==> src/pkg/preset_ctrl_pkg.sv <==
// Package: register map, field layouts and timing for the preset/reset block
package preset_ctrl_pkg;

  // ----------------------------------------------------------------
  // Register byte offsets
  // ----------------------------------------------------------------
  localparam logic [11:0] OFF_CTRL = 12'h000;
  localparam logic [11:0] OFF_PRESET = 12'h004;
  localparam logic [11:0] OFF_DWELL = 12'h008;
  localparam logic [11:0] OFF_STATUS = 12'h00C;
  localparam logic [11:0] OFF_IRQ_STAT = 12'h010;
  localparam logic [11:0] OFF_IRQ_MASK = 12'h014;
  localparam logic [11:0] OFF_CMD = 12'h018;

  // ----------------------------------------------------------------
  // Field positions
  // ----------------------------------------------------------------
  // CTRL: [1:0] mode, [2] master, [4:3] reset select, [5] timer on B
  localparam int CTRL_MODE_LSB = 0;
  localparam int CTRL_MASTER = 2;
  localparam int CTRL_RSEL_LSB = 3;
  localparam int CTRL_TIMER_B = 5;
  // PRESET: [2:0] mult A, [7:4] digit A, [10:8] mult B, [15:12] digit B
  localparam int PRE_MULT_A = 0;
  localparam int PRE_DIGIT_A = 4;
  localparam int PRE_MULT_B = 8;
  localparam int PRE_DIGIT_B = 12;
  // CMD: [0] manual reset push, [1] stop push, [2] count push
  localparam int CMD_RESET = 0;
  localparam int CMD_STOP = 1;
  localparam int CMD_COUNT = 2;
  // Interrupt bits: [0] preset, [1] dwell done, [2] general reset
  localparam int IRQ_PRESET = 0;
  localparam int IRQ_DWELL = 1;
  localparam int IRQ_GRESET = 2;
  localparam int IRQ_W = 3;

  // ----------------------------------------------------------------
  // Reset values
  // ----------------------------------------------------------------
  localparam logic [31:0] CTRL_RESET = 32'h0000_0004;
  localparam logic [31:0] PRESET_RESET = 32'h0000_1010;

  // ----------------------------------------------------------------
  // Timing at 25 MHz
  // ----------------------------------------------------------------
  localparam int CLK_HZ = 25_000_000;
  localparam int GRESET_US = 10;
  localparam int GRESET_CYC = (GRESET_US * CLK_HZ) / 1_000_000;
  localparam int DWELL_MIN_MS = 300;
  localparam int DWELL_MAX_MS = 10_000;
  localparam int POWERUP_MS = 500;
  localparam logic [31:0] DWELL_MIN_CYC =
    32'((64'(DWELL_MIN_MS) * CLK_HZ + 999) / 1000);
  localparam logic [31:0] DWELL_MAX_CYC =
    32'((64'(DWELL_MAX_MS) * CLK_HZ) / 1000);
  localparam logic [31:0] POWERUP_CYC =
    32'((64'(POWERUP_MS) * CLK_HZ) / 1000);
  localparam logic [31:0] DWELL_RESET = DWELL_MAX_CYC;

  // ----------------------------------------------------------------
  // Types
  // ----------------------------------------------------------------
  typedef enum logic [1:0] {
    MODE_NORMAL = 2'b00,
    MODE_TEST = 2'b01,
    MODE_RECYCLE = 2'b10,
    MODE_ONE_CYCLE = 2'b11
  } mode_t;

  typedef enum logic [1:0] {
    DW_POWERUP = 2'b00,
    DW_IDLE = 2'b01,
    DW_RUN = 2'b10
  } dwell_state_t;

  typedef struct packed {
    logic [6:0] taps_a;
    logic [6:0] taps_b;
  } decade_taps_t;

  typedef struct packed {
    logic clear_a;
    logic clear_b;
    logic clear_timebase;
    logic running;
  } chan_ctrl_t;

endpackage : preset_ctrl_pkg

==> src/rtl/preset_reset_ctrl.sv <==
// Dual preset detection and reset control with APB register access
`timescale 1ns/1ps
// How it works
// - Multiplier picks raw input or decade carry
// - Digit m: m-th pulse sets preset flag
// - One decade counter, advances on trailing edge
// - Either channel's preset sets shared flag
// - Preset flag pulls system preset low
// - Flag rise starts dwell if allowed, test/recycle
// - Dwell emits one reset after 0.3-10 s
// - After reset, channels start new accumulation
// - Printer-off low blocks dwell triggering entirely
// - System preset line never triggers dwell
// - Power-up reset issued within 0.5 s
// - Local reset is dwell, external, or manual
// - Manual reset armed only by preset/stop
// - Master pulls system reset; slave never
// - Local or system reset gives 10us pulse
// - Pulse clears presets, flag, dividers, selected channels
// - Timer on B: pulse clears start/stop
// - Pulse stops counting, gating both channels
module preset_reset_ctrl
  import preset_ctrl_pkg::*;
#(
  parameter logic [31:0] POWERUP_CYCLES = POWERUP_CYC
) (
  // Clock and reset
  input wire logic pclk,
  input wire logic presetn,
  // APB slave
  input wire logic psel,
  input wire logic penable,
  input wire logic pwrite,
  input wire logic [11:0] paddr,
  input wire logic [31:0] pwdata,
  output logic [31:0] prdata,
  output logic pready,
  output logic pslverr,
  // Decade taps of both channels, from counters on this clock
  input wire decade_taps_t taps,
  // Pins from outside
  input wire logic ext_reset,
  input wire logic printer_off_n,
  input wire logic sys_reset_n_in,
  // Open-drain system lines: enable high pulls low
  output logic sys_preset_oe,
  output logic sys_reset_oe,
  // Channel control
  output chan_ctrl_t chan,
  output logic general_reset,
  output logic irq
);

  // ----------------------------------------------------------------
  // State
  // ----------------------------------------------------------------
  typedef struct packed {
    logic [31:0] ctrl;
    logic [31:0] preset;
    logic [31:0] dwell;
    logic [IRQ_W-1:0] irq_stat;
    logic [IRQ_W-1:0] irq_mask;
    logic [31:0] prdata;
    logic pready;
    logic pslverr;
    logic [1:0] ext_sync;
    logic [1:0] poff_sync;
    logic [1:0] srst_sync;
    logic [6:0] tap_prev_a;
    logic [6:0] tap_prev_b;
    logic [3:0] cnt_a;
    logic [3:0] cnt_b;
    logic flag;
    logic flag_prev;
    dwell_state_t dw_state;
    logic [31:0] dw_cnt;
    logic dw_pulse;
    logic manual_req;
    logic stop_latch;
    logic running;
    logic [15:0] gr_cnt;
    logic greset;
    logic local_prev;
    logic sys_preset_oe;
    logic sys_reset_oe;
    chan_ctrl_t chan;
    logic irq;
  } state_t;

  state_t s;
  state_t next_s;

  // ----------------------------------------------------------------
  // Combinational helpers
  // ----------------------------------------------------------------
  logic [2:0] mult_a;
  logic [2:0] mult_b;
  logic [3:0] digit_a;
  logic [3:0] digit_b;
  logic trail_a;
  logic trail_b;
  logic hit_a;
  logic hit_b;
  logic preset_evt;
  logic dwell_ok;
  logic local_req;
  logic any_req;
  logic wr;
  logic rd;
  logic [IRQ_W-1:0] evt;
  mode_t mode;

  assign mode = mode_t'(s.ctrl[CTRL_MODE_LSB +: 2]);
  assign mult_a = s.preset[PRE_MULT_A +: 3];
  assign mult_b = s.preset[PRE_MULT_B +: 3];
  assign digit_a = s.preset[PRE_DIGIT_A +: 4];
  assign digit_b = s.preset[PRE_DIGIT_B +: 4];

  // Trailing edge of the selected tap; index 0 is raw input
  assign trail_a = (mult_a < 3'd7) && s.tap_prev_a[mult_a] &&
                   !taps.taps_a[mult_a];
  assign trail_b = (mult_b < 3'd7) && s.tap_prev_b[mult_b] &&
                   !taps.taps_b[mult_b];

  // Digit 0 treated as ten pulses; m-th pulse hits after m-1 counted
  assign hit_a = trail_a &&
    (s.cnt_a == ((digit_a == 4'd0) ? 4'd9 : digit_a - 4'd1));
  assign hit_b = trail_b &&
    (s.cnt_b == ((digit_b == 4'd0) ? 4'd9 : digit_b - 4'd1));
  assign preset_evt = hit_a || hit_b;

  // Only the local flag, never the system preset line, may trigger
  assign dwell_ok = s.poff_sync[1] &&
    (mode == MODE_TEST || mode == MODE_RECYCLE);

  assign local_req = s.dw_pulse || s.ext_sync[1] || s.manual_req;
  assign any_req = local_req || !s.srst_sync[1];

  assign wr = psel && penable && pwrite && !s.pready;
  assign rd = psel && penable && !pwrite && !s.pready;

  assign evt[IRQ_PRESET] = preset_evt && !s.flag;
  assign evt[IRQ_DWELL] = s.dw_pulse;
  assign evt[IRQ_GRESET] = any_req && !s.local_prev && !s.greset;

  // ----------------------------------------------------------------
  // Next state
  // ----------------------------------------------------------------
  always_comb begin
    next_s = s;
    next_s.ext_sync = {s.ext_sync[0], ext_reset};
    next_s.poff_sync = {s.poff_sync[0], printer_off_n};
    next_s.srst_sync = {s.srst_sync[0], sys_reset_n_in};
    next_s.tap_prev_a = taps.taps_a;
    next_s.tap_prev_b = taps.taps_b;
    next_s.dw_pulse = 1'b0;
    next_s.manual_req = 1'b0;
    next_s.pready = 1'b0;
    next_s.pslverr = 1'b0;

    // Preset counters: single decade each
    if (trail_a) begin
      next_s.cnt_a = (s.cnt_a == 4'd9) ? 4'd0 : s.cnt_a + 4'd1;
    end
    if (trail_b) begin
      next_s.cnt_b = (s.cnt_b == 4'd9) ? 4'd0 : s.cnt_b + 4'd1;
    end
    if (preset_evt) begin
      next_s.flag = 1'b1;
    end
    next_s.flag_prev = s.flag;

    // Dwell and power-up delay counter
    unique case (s.dw_state)
      DW_POWERUP: begin
        if (s.dw_cnt >= POWERUP_CYCLES - 32'd1) begin
          next_s.dw_pulse = 1'b1;
          next_s.dw_cnt = 32'h0000_0000;
          next_s.dw_state = DW_IDLE;
        end else begin
          next_s.dw_cnt = s.dw_cnt + 32'd1;
        end
      end
      DW_IDLE: begin
        if (s.flag && !s.flag_prev && dwell_ok) begin
          next_s.dw_cnt = 32'h0000_0000;
          next_s.dw_state = DW_RUN;
        end
      end
      DW_RUN: begin
        if (!s.poff_sync[1]) begin
          next_s.dw_state = DW_IDLE;
        end else if (s.dw_cnt >= s.dwell - 32'd1) begin
          next_s.dw_pulse = 1'b1;
          next_s.dw_state = DW_IDLE;
        end else begin
          next_s.dw_cnt = s.dw_cnt + 32'd1;
        end
      end
      default: next_s.dw_state = DW_IDLE;
    endcase

    // Start/stop latch
    if (wr && paddr == OFF_CMD && pwdata[CMD_STOP]) begin
      next_s.stop_latch = 1'b1;
    end
    if (wr && paddr == OFF_CMD && pwdata[CMD_COUNT]) begin
      next_s.stop_latch = 1'b0;
    end
    if (wr && paddr == OFF_CMD && pwdata[CMD_RESET] &&
        (s.flag || s.stop_latch)) begin
      next_s.manual_req = 1'b1;
    end
    next_s.running = !s.stop_latch && !s.greset;

    // General reset shaper; a request during the pulse is ignored, so a
    // master's own echo on the system line cannot stretch it
    next_s.local_prev = any_req;
    if (any_req && !s.local_prev && !s.greset) begin
      next_s.greset = 1'b1;
      next_s.gr_cnt = 16'(GRESET_CYC - 1);
    end else if (s.gr_cnt != 16'h0000) begin
      next_s.gr_cnt = s.gr_cnt - 16'd1;
    end else begin
      next_s.greset = 1'b0;
    end

    if (s.greset) begin
      next_s.cnt_a = 4'd0;
      next_s.cnt_b = 4'd0;
      next_s.flag = 1'b0;
      next_s.dw_state = (s.dw_state == DW_POWERUP) ? DW_POWERUP : DW_IDLE;
      next_s.running = 1'b0;
      if (s.ctrl[CTRL_TIMER_B]) begin
        next_s.stop_latch = 1'b0;
      end
    end

    // Channel gating; new accumulation after pulse ends
    next_s.chan.clear_a = s.greset && s.ctrl[CTRL_RSEL_LSB];
    next_s.chan.clear_b = s.greset && s.ctrl[CTRL_RSEL_LSB+1];
    next_s.chan.clear_timebase = s.greset;
    next_s.chan.running = s.running;

    next_s.sys_preset_oe = s.flag;
    next_s.sys_reset_oe = s.ctrl[CTRL_MASTER] && local_req;

    // Interrupts: set wins over clear
    next_s.irq_stat = s.irq_stat;
    if (wr && paddr == OFF_IRQ_STAT) begin
      next_s.irq_stat = s.irq_stat & ~pwdata[IRQ_W-1:0];
    end
    next_s.irq_stat = next_s.irq_stat | evt;
    next_s.irq = |(s.irq_stat & s.irq_mask);

    // APB: one wait state, unmapped gives pslverr
    if (psel && penable && !s.pready) begin
      next_s.pready = 1'b1;
      next_s.prdata = 32'h0000_0000;
      unique case (paddr)
        OFF_CTRL: begin
          if (wr) next_s.ctrl = {26'h0, pwdata[5:0]};
          next_s.prdata = s.ctrl;
        end
        OFF_PRESET: begin
          if (wr) next_s.preset = pwdata & 32'h0000_F7F7;
          next_s.prdata = s.preset;
        end
        OFF_DWELL: begin
          if (wr) begin
            next_s.dwell = (pwdata < DWELL_MIN_CYC) ? DWELL_MIN_CYC :
                           (pwdata > DWELL_MAX_CYC) ? DWELL_MAX_CYC : pwdata;
          end
          next_s.prdata = s.dwell;
        end
        OFF_STATUS: begin
          next_s.prdata = {16'h0, s.cnt_b, s.cnt_a, 1'b0, s.dw_state,
                           s.greset, s.stop_latch, s.running,
                           !s.srst_sync[1], s.flag};
        end
        OFF_IRQ_STAT: next_s.prdata = {29'h0, s.irq_stat};
        OFF_IRQ_MASK: begin
          if (wr) next_s.irq_mask = pwdata[IRQ_W-1:0];
          next_s.prdata = {29'h0, s.irq_mask};
        end
        OFF_CMD: next_s.prdata = 32'h0000_0000;
        default: next_s.pslverr = 1'b1;
      endcase
      if (!rd) next_s.prdata = 32'h0000_0000;
    end
  end

  // ----------------------------------------------------------------
  // Registers
  // ----------------------------------------------------------------
  always_ff @(posedge pclk or negedge presetn) begin
    if (!presetn) begin
      s <= '0;
      s.ctrl <= CTRL_RESET;
      s.preset <= PRESET_RESET;
      s.dwell <= DWELL_RESET;
      s.poff_sync <= 2'b11;
      s.srst_sync <= 2'b11;
      s.dw_state <= DW_POWERUP;
    end else begin
      s <= next_s;
    end
  end

  assign prdata = s.prdata;
  assign pready = s.pready;
  assign pslverr = s.pslverr;
  assign sys_preset_oe = s.sys_preset_oe;
  assign sys_reset_oe = s.sys_reset_oe;
  assign chan = s.chan;
  assign general_reset = s.greset;
  assign irq = s.irq;

endmodule : preset_reset_ctrl

==> config.mk <==
export PLATFORM = sky130hd
export DESIGN_NAME = preset_reset_ctrl
export DESIGN_NICKNAME = d
export VERILOG_FILES = /design/src/pkg/preset_ctrl_pkg.sv /design/src/rtl/preset_reset_ctrl.sv
export SDC_FILE = /design/constraint.sdc
export NUM_CORES = 1
export LEC_CHECK = 0
export ABC_AREA = 0
export BUFFER_PORTS_ARGS = -buffer_cell sky130_fd_sc_hd__buf_2
export CAP_MARGIN = 20
export CORE_MARGIN = 2
export CORE_UTILIZATION = 45
export CTS_CLUSTER_DIAMETER = 120
export DETAILED_ROUTE_END_ITERATION = 12
export HOLD_SLACK_MARGIN = 0.06
export PLACE_DENSITY = 0.71
export SLEW_MARGIN = 40
export SYNTH_ARGS = -nofsm -noshare
export SYNTH_HDL_FRONTEND = slang
export SYNTH_SLANG_ARGS = --single-unit
==> constraint.sdc <==
create_clock -name pclk -period 4.75 [get_ports pclk]
set_input_delay 0.2375 -clock pclk [delete_from_list [all_inputs] [get_ports pclk]]
set_output_delay 0.2375 -clock pclk [all_outputs]
set_load 0.1 [all_outputs]
==> impl_metrics.json, run 1 <==
{
  "hold_depth": 2,
  "grt_pass1_vias": 7916,
  "port_buffers": 107,
  "tns_ns": 0,
  "drive_gt1_share_pct": 21.3,
  "die_h_um": 154,
  "numCtsBuffers": 17,
  "p_per_area_nw_per_um2": 284,
  "syn_inst": 1019,
  "yosysTopAreaCell": "dfrtp_1",
  "diodes": 0,
  "path_class": "flop to flop",
  "die_w_um": 154,
  "ys_warn_count": 0,
  "start_util_pct": 46.0,
  "synth_cell_type_count": 72,
  "hold_end": "s[152]$_DFFE_PN0P_",
  "vdd_drop_max_uv": 216,
  "reg2reg_slack_ns": 0.23,
  "finalCritPeriodShare_pct": 95.1,
  "ys_ff_latch": 184,
  "synth_commonest_cells": "164 x dfrtp_1, 88 x nor2_1, 84 x nand2_1",
  "drv_cap": 0,
  "reg2reg_depth": 17,
  "power_leakage_uw": 0.00544,
  "postRouteAntennaNets": 0,
  "yosysMostFrequentCell": "dfrtp_1",
  "coreArea_um2": 22000,
  "setup_viol": 0,
  "rows": 54,
  "postCtsSetupBuffers": 0,
  "syn_avg_cell_area_um2": 9.92,
  "reg2reg_from": "s[144]$_DFFE_PN0P_",
  "period_needed_ns": 4.52,
  "max_slew_margin_pct": 44.2,
  "grt_pass1_wl_um": 42300,
  "hold_start": "pwdata[19]",
  "synth-edff-count": 0,
  "synth.area.top_cells": "dfrtp_1 41%, ha_1 5.3%, dfstp_2 5.2%",
  "place.gp.congestion": 0.902,
  "min_path_type": "input pin to flop",
  "crit_fanout": 8,
  "clk_transition_reported_paths_ns": 0.08,
  "grt-ovfl-total": 0,
  "root_buffer": "clkbuf_16",
  "final_nets": 1209,
  "wl_um": 26400,
  "drt_first_iter_violations": 823,
  "grt_max_degree": 118,
  "firstDrtPassIters": 6,
  "antenna_found_initial": 0,
  "synth.top_cell.area_share_pct": 40.6,
  "io-pin-count": 108,
  "reg2reg_to": "s[42]$_DFFE_PN0P_",
  "track_usage_pct": 22.5,
  "clockBufferDepth": 2,
  "ys.flop_type": "dfrtp_1",
  "area_delta_synth_final_pct": 15.0,
  "async_reset_ff_share_pct": 100,
  "finalMaxSlewViolations": 0,
  "critPathRequiredTime_ns": 5.09,
  "dp_hpwl_um": 18500,
  "status": "finished clean",
  "synthesis.nets": 1128,
  "cts.sinks": 184,
  "rsz0062_at_grt": "yes",
  "fmax_mhz": 221,
  "cts_htree_levels": 4,
  "clock_latency_ns": 0.44,
  "finalHoldViolations": 0,
  "drc": 0,
  "routed_via_density": 5.94,
  "critPathLaunchType": "flop",
  "clock_skew_ns": 0.00903,
  "yosysSeqAreaShare_pct": 45.8,
  "end_kind": "flop",
  "wl_per_cell_um": 19.0,
  "finalNonFillerCells": 1393,
  "dp_cells": 1339,
  "worst_pin_slew_ns": 0.830,
  "cts_tree": "yes",
  "finalPower_uw": 3300,
  "syn_area_um2": 10100,
  "die_area_um2": 23700,
  "num_vias": 8273,
  "cp.arrival_ns": 4.86
}
==> how the worst max path moves through the flow <==
stage	startpoint	to	slack, ns	cells after the start
2_1_floorplan	s[144]$_DFFE_PN0P_	s[51]$_DFFE_PN0P_	0.41	18
3_5_place_dp	s[144]$_DFFE_PN0P_	s[42]$_DFFE_PN0P_	0.11	17
6_report	s[144]$_DFFE_PN0P_	s[42]$_DFFE_PN0P_	0.23	17
4_1_cts	s[144]$_DFFE_PN0P_	s[42]$_DFFE_PN0P_	0.1	17
3_3_place_gp	s[144]$_DFFE_PN0P_	s[42]$_DFFE_PN0P_	0.26	17
5_1_grt	s[144]$_DFFE_PN0P_	s[33]$_DFFE_PN0P_	0.007	17
==> state kept, by name, indices dropped and copies added, names as in the netlist <==
register / cells
s: 120
prdata: 32
next_s: 5
chan: 4
digit_a: 4
digit_b: 4
mult_a: 3
mult_b: 3
mode: 2
evt: 1
general_reset: 1
irq: 1
pready: 1
pslverr: 1
sys_preset_oe: 1
sys_reset_oe: 1
==> repair_timing <==
action                                  CTS  global route
hold endpoints to repair                119             0
gates resized for setup                   0            10
endpoints found under the setup margin    0            32
hold buffers                             20             0
==> metrics by stage <==
stage               worst slack [ns]  util [%]  hold slack [ns]  cell area (um2)
finish                         0.235      52.9           0.0811            11600
floorplan                      0.409         -          -0.0581            10100
CTS                           0.0987      52.6           0.0681            11500
global route                 0.00677      52.9           0.0806            11600
detailed placement             0.109      48.7            0.273            10700
global placement               0.256      48.6            0.337            10700
==> logic make-up after synthesis <==
logic type	Yosys count	synth area share, %
xor+xnor	45	3.90
simple gates	353	17.7
flops	184	45.8
fa+ha+maj	43	5.33
buf+inv	114	5.82
mux	36	4.12
compound gates	244	17.4
==> report_power, final <==
| group | total (uW) | switching [uW] | internal (uW) |
|---|---|---|---|
| sequential | 1580 | 5.04 | 1580 |
| clock | 1570 | 704 | 865 |
| combinational | 150 | 97.3 | 52.7 |
==> area by class of cell <==
type | count | area (um2)
Fill cell | 1922 | 10300
Multi-Input combinational cell | 723 | 4980
Sequential cell | 184 | 4630
Timing Repair Buffer | 143 | 883
Clock buffer | 17 | 425
Tap cell | 280 | 350
Clock inverter | 15 | 230
Inverter | 31 | 116
==> worst max-delay path, stage by stage (launching register included) <==
cell,delay (ns)
dfrtp_1,0.39
or4_4,0.55
nor4_1,0.21
buf_4,0.17
nand2b_1,0.07
or2_1,0.26
nand2b_1,0.18
or2_1,0.29
nor4_4,0.16
xnor2_1,0.15
ha_1,0.27
a21oi_1,0.16
nand2_1,0.08
a221oi_2,0.25
nand2_1,0.11
o31a_1,0.33
or3_4,0.50
o41ai_2,0.30
==> cells in the final DEF, fill, tap and decap left out, types with 6 or more instances in the layout <==
master / netlist / routed
dfrtp_1: 164 / 164
o32ai_1: 6 / 6
and2_1: 10 / 10
o21ai_0: 51 / 51
nor2_1: 88 / 84
buf_4: 37 / 15
or3_1: 10 / 10
dfstp_2: 20 / 20
a22oi_1: 6 / 6
inv_1: 30 / 30
xor2_1: 11 / 11
a21oi_1: 41 / 41
nand3_1: 27 / 27
and3_1: 11 / 11
nor3_1: 33 / 31
xnor2_1: 34 / 34
buf_2: 11 / 106
nor2b_1: 13 / 13
nor4_1: 19 / 18
a22o_1: 28 / 28
mux2_2: 25 / 25
dlygate4sd3_1: 0 / 20
ha_1: 43 / 43
or4_1: 7 / 7
nand2b_1: 11 / 11
a31oi_1: 8 / 8
nand2_1: 84 / 84
a222oi_1: 11 / 11
nand4_1: 14 / 14
clkbuf_16: 0 / 18
o31ai_1: 51 / 48
mux2i_1: 9 / 9
==> layer usage <==
metal	global-route usage (%)	vias up	wire, um
met5	0	-	0
met4	6.23	0	409
met3	4.37	33	1780
met2	36.1	313	12500
met1	31.3	4050	11800
li1	-	3877	-
Note: power is estimated with default switching activity, not from simulation.
==> run 2: changes to the inputs <==
--- a/config.mk
+++ b/config.mk
@@ -11,10 +11,11 @@
 export CORE_MARGIN = 2
 export CORE_UTILIZATION = 45
 export CTS_CLUSTER_DIAMETER = 120
+export CTS_CLUSTER_SIZE = 20
 export DETAILED_ROUTE_END_ITERATION = 12
 export HOLD_SLACK_MARGIN = 0.06
-export PLACE_DENSITY = 0.71
-export SLEW_MARGIN = 40
+export PLACE_DENSITY = 0.68
+export SLEW_MARGIN = 5
 export SYNTH_ARGS = -nofsm -noshare
 export SYNTH_HDL_FRONTEND = slang
 export SYNTH_SLANG_ARGS = --single-unit
==> run 2 against run 1 <==
  * Clock skew is 0.0034 ns higher
  * Sequential power hardly changed
  * Sequential share of layout area is 0.31 points higher
  * Flip-flop and latch count stayed put
  * Critical path type unchanged
==> impl_metrics.json, run 2 (synthesis gave the netlist of run 1 again) <==
{
  "start_util_pct": 46.0,
  "track_usage_pct": 23.0,
  "wl_um": 26900,
  "min_path_type": "input pin to flop",
  "max_slew_margin_pct": 29.9,
  "critPathRequiredTime_ns": 5.07,
  "drive_gt1_share_pct": 20.7,
  "finalPower_uw": 3180,
  "cts.sinks": 184,
  "die_h_um": 154,
  "postCtsSetupBuffers": 0,
  "postRouteAntennaNets": 0,
  "diodes": 0,
  "vdd_drop_max_uv": 261,
  "crit_fanout": 33,
  "most-common-layout-cells": "164 x dfrtp_1, 106 x buf_2, 88 x nor2_1",
  "cp.arrival_ns": 4.81,
  "numCtsBuffers": 17,
  "rows": 54,
  "clock_skew_ns": 0.0124,
  "tns_ns": 0,
  "drv_cap": 0,
  "cp_slowest_cell": "or4_4",
  "worst_pin_slew_ns": 1.04,
  "io-pin-count": 108,
  "grt_pass1_vias": 7967,
  "num_vias": 8306,
  "multiInputGateArea_um2": 4950,
  "n_fill_cell": 1963,
  "finalNonFillerCells": 1394,
  "reg2reg_depth": 17,
  "die_w_um": 154,
  "dp_cells": 1339,
  "critPathLaunchType": "flop",
  "grt_pass1_wl_um": 43300,
  "final_common_cell": "dfrtp_1",
  "cts_tree": "yes",
  "grt_max_degree": 109,
  "wl_per_cell_um": 19.3,
  "finalMaxSlewViolations": 0,
  "path_delay_family": "simple AND/OR/NAND/NOR gates",
  "root_buffer": "clkbuf_16",
  "die_area_um2": 23700,
  "largest-register": "s",
  "largest_register_ffs": 120,
  "period_needed_ns": 4.49,
  "fmax_mhz": 223,
  "cts_htree_levels": 4,
  "final_nets": 1210,
  "port_buffers": 107,
  "crit_chain": "or4_4 > nor4_2 > buf_4 > nand2b_1 > or2_1 > nand2b_1 > or2_1 > nor4_4 > xnor2_1 > ha_1 > nand4_1 > or4_1 > a31oi_1 > o31a_1 > buf_8 > o21ai_0 > o41ai_1",
  "finalCritPeriodShare_pct": 94.4,
  "status": "finished clean",
  "drc": 0,
  "firstDrtPassIters": 7,
  "end_kind": "flop",
  "area_delta_synth_final_pct": 14.1,
  "routed_via_density": 5.96,
  "p_per_area_nw_per_um2": 276,
  "path_class": "flop to flop",
  "clockBufferDepth": 2,
  "coreArea_um2": 22000,
  "antenna_found_initial": 0,
  "regArea_um2": 4630,
  "setup_viol": 0,
  "critical_path_buf_inv_count": 2,
  "cp_num_cells": 17,
  "hold_depth": 2,
  "clk_transition_reported_paths_ns": 0.08,
  "dp_hpwl_um": 18900,
  "grt-ovfl-total": 0,
  "critPathMaxStageDelay_ns": 0.56,
  "power_leakage_uw": 0.00540,
  "clock_latency_ns": 0.44,
  "finalHoldViolations": 0,
  "place.gp.congestion": 0.861,
  "rsz0062_at_grt": "no",
  "drt_first_iter_violations": 828
}
## run 2: final cells by class
type / instances / share of cell area, %
clock buffers: 18 / 3.81
inverters: 31 / 1.01
repair buffers: 144 / 7.68
clock inverters: 14 / 1.33
flip-flops and latches: 184 / 40.2
multi-input cells: 723 / 43.0
well taps: 280 / 3.04
## run 2: layer usage
metal | up-vias | global-route usage (%) | routed length (um)
li1 | 3883 | - | -
met1 | 4082 | 32.4 | 12100
met2 | 314 | 36.4 | 12600
met3 | 27 | 5.41 | 1880
met4 | 0 | 5.16 | 328
met5 | - | 0 | 0
## run 2: power breakdown
part	total, uW	switching, uW	internal [uW]
Clock	1450	687	762
Sequential	1580	4.79	1580
Combinational	149	97.0	51.6
## run 2: worst paths after layout
path,slack [ns],end,start
worst max-delay path,0.26,s[30]$_DFFE_PN0P_,s[144]$_DFFE_PN0P_
worst min-delay path,0.07,s[136]$_DFFE_PN0P_,pwdata[3]
worst max register to register,0.26,s[30]$_DFFE_PN0P_,s[144]$_DFFE_PN0P_
worst min register to register,0.35,s[92]$_DFF_PN0_,next_s[92]$_DFF_PN0_
max in group asynchronous,3.09,mult_b[1]$_DFFE_PN0P_,presetn
min in group asynchronous,0.44,s[53]$_DFFE_PN0P_,presetn
## run 2: per-stage QoR
stage               area (um2)  hold WS (ns)  utilization [%]  setup WS [ns]
floorplan                10100       -0.0581                -          0.409
detailed placement       10700         0.336             48.6         0.0750
finish                   11500        0.0736             52.5          0.265
global route             11500        0.0651             52.5         0.0200
global placement         10700         0.333             48.6          0.242
CTS                      11500        0.0664             52.2         0.0191
## run 2: worst register-to-register path, delay by kind of cell (launching register included)
kind            cells  cell delay (ns)
compound gates      4             0.78
xor+xnor            1             0.10
fa+ha+maj           1             0.32
buf+inv             2             0.43
flops               1             0.38
simple gates        9             2.36
## run 2: what timing repair did
item	4_1_cts	5_1_grt
endpoints found under the hold margin	111	0
hold buffers	20	0
gates resized for setup	0	8
endpoints found under the setup margin	0	32
==> run 3: changes to the inputs <==
--- a/config.mk
+++ b/config.mk
@@ -8,13 +8,12 @@
 export ABC_AREA = 0
 export BUFFER_PORTS_ARGS = -buffer_cell sky130_fd_sc_hd__buf_2
 export CAP_MARGIN = 20
-export CORE_MARGIN = 2
-export CORE_UTILIZATION = 45
+export CORE_UTILIZATION = 55
 export CTS_CLUSTER_DIAMETER = 120
 export CTS_CLUSTER_SIZE = 20
 export DETAILED_ROUTE_END_ITERATION = 12
 export HOLD_SLACK_MARGIN = 0.06
-export PLACE_DENSITY = 0.68
+export PLACE_DENSITY = 0.79
 export SLEW_MARGIN = 5
 export SYNTH_ARGS = -nofsm -noshare
 export SYNTH_HDL_FRONTEND = slang
==> run 3 against run 2 <==
  * Setup slack improved by 0.014 ns
  * Die area decreased by 20%
  * Global-route usage grew 5.4 points
  * First-iteration DRC count fell by 11%
  * Critical path depth stayed put
  * Flip-flop and latch count stayed put
  * Register-to-register slack barely moved
  * Via count up 1.6%
  * Largest cell class unchanged
  * Largest power group unchanged
==> impl_metrics.json, run 3 (synthesis gave the netlist of run 1 again) <==
{
  "grt_max_degree": 86,
  "port_buffers": 107,
  "track_usage_pct": 28.4,
  "clock_latency_ns": 0.44,
  "hold_start": "pwdata[21]",
  "largest-register": "s",
  "worst_pin_slew_ns": 1.17,
  "cp-startpoint": "s[144]$_DFFE_PN0P_",
  "most-common-layout-cells": "164 x dfrtp_1, 106 x buf_2, 88 x nor2_1",
  "multiInputGateArea_um2": 5000,
  "placed_area_um2": 10600,
  "n_fill_cell": 1399,
  "clock_skew_ns": 0.00850,
  "grt_pass1_vias": 7863,
  "grt_pass1_wl_um": 40900,
  "finalMaxSlewViolations": 0,
  "critPathMaxStageDelay_ns": 0.58,
  "reg2reg_from": "s[144]$_DFFE_PN0P_",
  "io-pin-count": 108,
  "cp_slowest_cell": "or4_4",
  "final_nets": 1209,
  "critPathLaunchType": "flop",
  "postRouteAntennaNets": 0,
  "switching_share_pct": 23.0,
  "crit_fanout": 8,
  "num_vias": 8437,
  "p_comb_share_pct": 4.6,
  "crit_chain": "or4_4 > nor4_4 > buf_4 > nand2b_1 > or2_4 > nand2b_4 > or2_4 > nor4_4 > xnor2_1 > ha_1 > nand4_1 > nor2_1 > a221oi_2 > nand2_1 > o31a_1 > or3_4 > o41ai_2",
  "p_per_area_nw_per_um2": 279,
  "clockBufferDepth": 2,
  "finalHoldViolations": 0,
  "area_delta_synth_final_pct": 14.0,
  "cts_htree_levels": 4,
  "antenna_found_initial": 0,
  "largest_register_ffs": 120,
  "root_buffer": "clkbuf_16",
  "numCtsBuffers": 17,
  "power_frac_seq_pct": 49.4,
  "drt_first_iter_violations": 739,
  "place.gp.congestion": 0.938,
  "clockPowerShare_pct": 46.0,
  "max_slew_margin_pct": 21.8,
  "coreArea_um2": 18000,
  "p_sw_uw": 738,
  "critPathRequiredTime_ns": 5.08,
  "wl_um": 26400,
  "path_class": "flop to flop",
  "final_common_cell": "dfrtp_1",
  "finalCritPeriodShare_pct": 94.1,
  "p_int_uw": 2470,
  "cts_tree": "yes",
  "diodes": 0,
  "tns_ns": 0,
  "regArea_um2": 4630,
  "fin_area_um2": 11500,
  "setup_viol": 0,
  "dp_hpwl_um": 18200,
  "fmax_mhz": 224,
  "die_w_um": 138,
  "start_util_pct": 56.2,
  "drv_cap": 0,
  "grt-ovfl-total": 0,
  "cts.sinks": 184,
  "min_path_type": "input pin to flop",
  "rows": 49,
  "drive_gt1_share_pct": 21.0,
  "drc": 0,
  "die_h_um": 138,
  "cp.arrival_ns": 4.80,
  "clk_transition_reported_paths_ns": 0.07,
  "firstDrtPassIters": 6,
  "die_area_um2": 18900,
  "wl_per_cell_um": 19.7,
  "routed_via_density": 6.29,
  "power_leakage_uw": 0.00541,
  "end_kind": "flop",
  "vdd_drop_max_uv": 253,
  "period_needed_ns": 4.47,
  "rsz0062_at_grt": "no",
  "status": "finished clean"
}
-- run 3: cell types whose count changed in the layout (fill, tap and decap cells not counted), sizes merged --
cell / before / now
inv: 39 / 35
bufinv: 1 / 3
clkbuf: 20 / 21
clkinv: 4 / 5
clkinvlp: 1 / 0
-- run 3: through the flow --
| step | instances | utilization, % | worst slack, ns | power (uW) | hold slack (ns) |
|---|---|---|---|---|---|
| after floorplan | 1019 | - | 0.409 | 1660 | -0.0581 |
| after global placement | 1286 | 58.9 | 0.253 | 1740 | 0.336 |
| after detailed placement | 1286 | 58.9 | 0.0816 | 1750 | 0.343 |
| after CTS | 1338 | 63.4 | 0.0622 | 3220 | 0.0649 |
| after global routing | 1342 | 64.1 | 0.0186 | 3310 | 0.0707 |
| final | 1342 | 64.1 | 0.279 | 3210 | 0.0700 |
-- run 3: cell type report --
cell class | count | area share [%]
repair buffers | 143 | 7.65
flip-flops and latches | 184 | 40.2
clock buffers | 20 | 3.79
well taps | 229 | 2.49
clock inverters | 12 | 1.46
inverters | 31 | 1.01
multi-input cells | 723 | 43.4
-- run 3: final timing paths --
kind | to | slack [ns] | cells past startpoint
max | s[42]$_DFFE_PN0P_ | 0.28 | 17
min | s[154]$_DFFE_PN1P_ | 0.07 | 2
max reg2reg | s[42]$_DFFE_PN0P_ | 0.28 | 17
min in group asynchronous | s[55]$_DFFE_PN0P_ | 0.39 | 2
max in group asynchronous | s[127]$_DFFE_PN0P_ | 3.14 | 3
min reg2reg | s[88]$_DFF_PN1_ | 0.36 | 0
-- run 3: power by group through the flow --
stage	combinational (uW)	clock, uW	sequential [uW]
after global routing	164	1560	1580
after CTS	146	1490	1580
after detailed placement	133	0	1610
after floorplan	37.2	0	1620
after global placement	131	0	1610
final	147	1480	1580
-- run 3: repair_timing --
item / in CTS / in global routing
resized for setup: 0 / 17
buffers inserted: 0 / 1
endpoints found under the hold margin: 91 / 0
hold buffers: 20 / 0
endpoints found under the setup margin: 0 / 33
-- run 3: worst max-delay path, delay by kind of cell (launching register included) --
family | cells | cell delay (ns)
AO/OA/AOI/OAI | 3 | 0.95
XOR/XNOR | 1 | 0.16
adder cells (fa/ha/maj) | 1 | 0.29
buffers and inverters | 1 | 0.15
flip-flops | 1 | 0.38
AND/OR/NAND/NOR | 11 | 2.43
-- run 3: per-layer routing --
layer	routed length, um	share of wire, %	vias up	global-route usage, %
li1	-	-	3862	-
met1	11000	42	4155	38.0
met2	13000	49	370	46.3
met3	1950	7.4	50	5.30
met4	524	2.0	0	9.52
met5	0	0	-	0
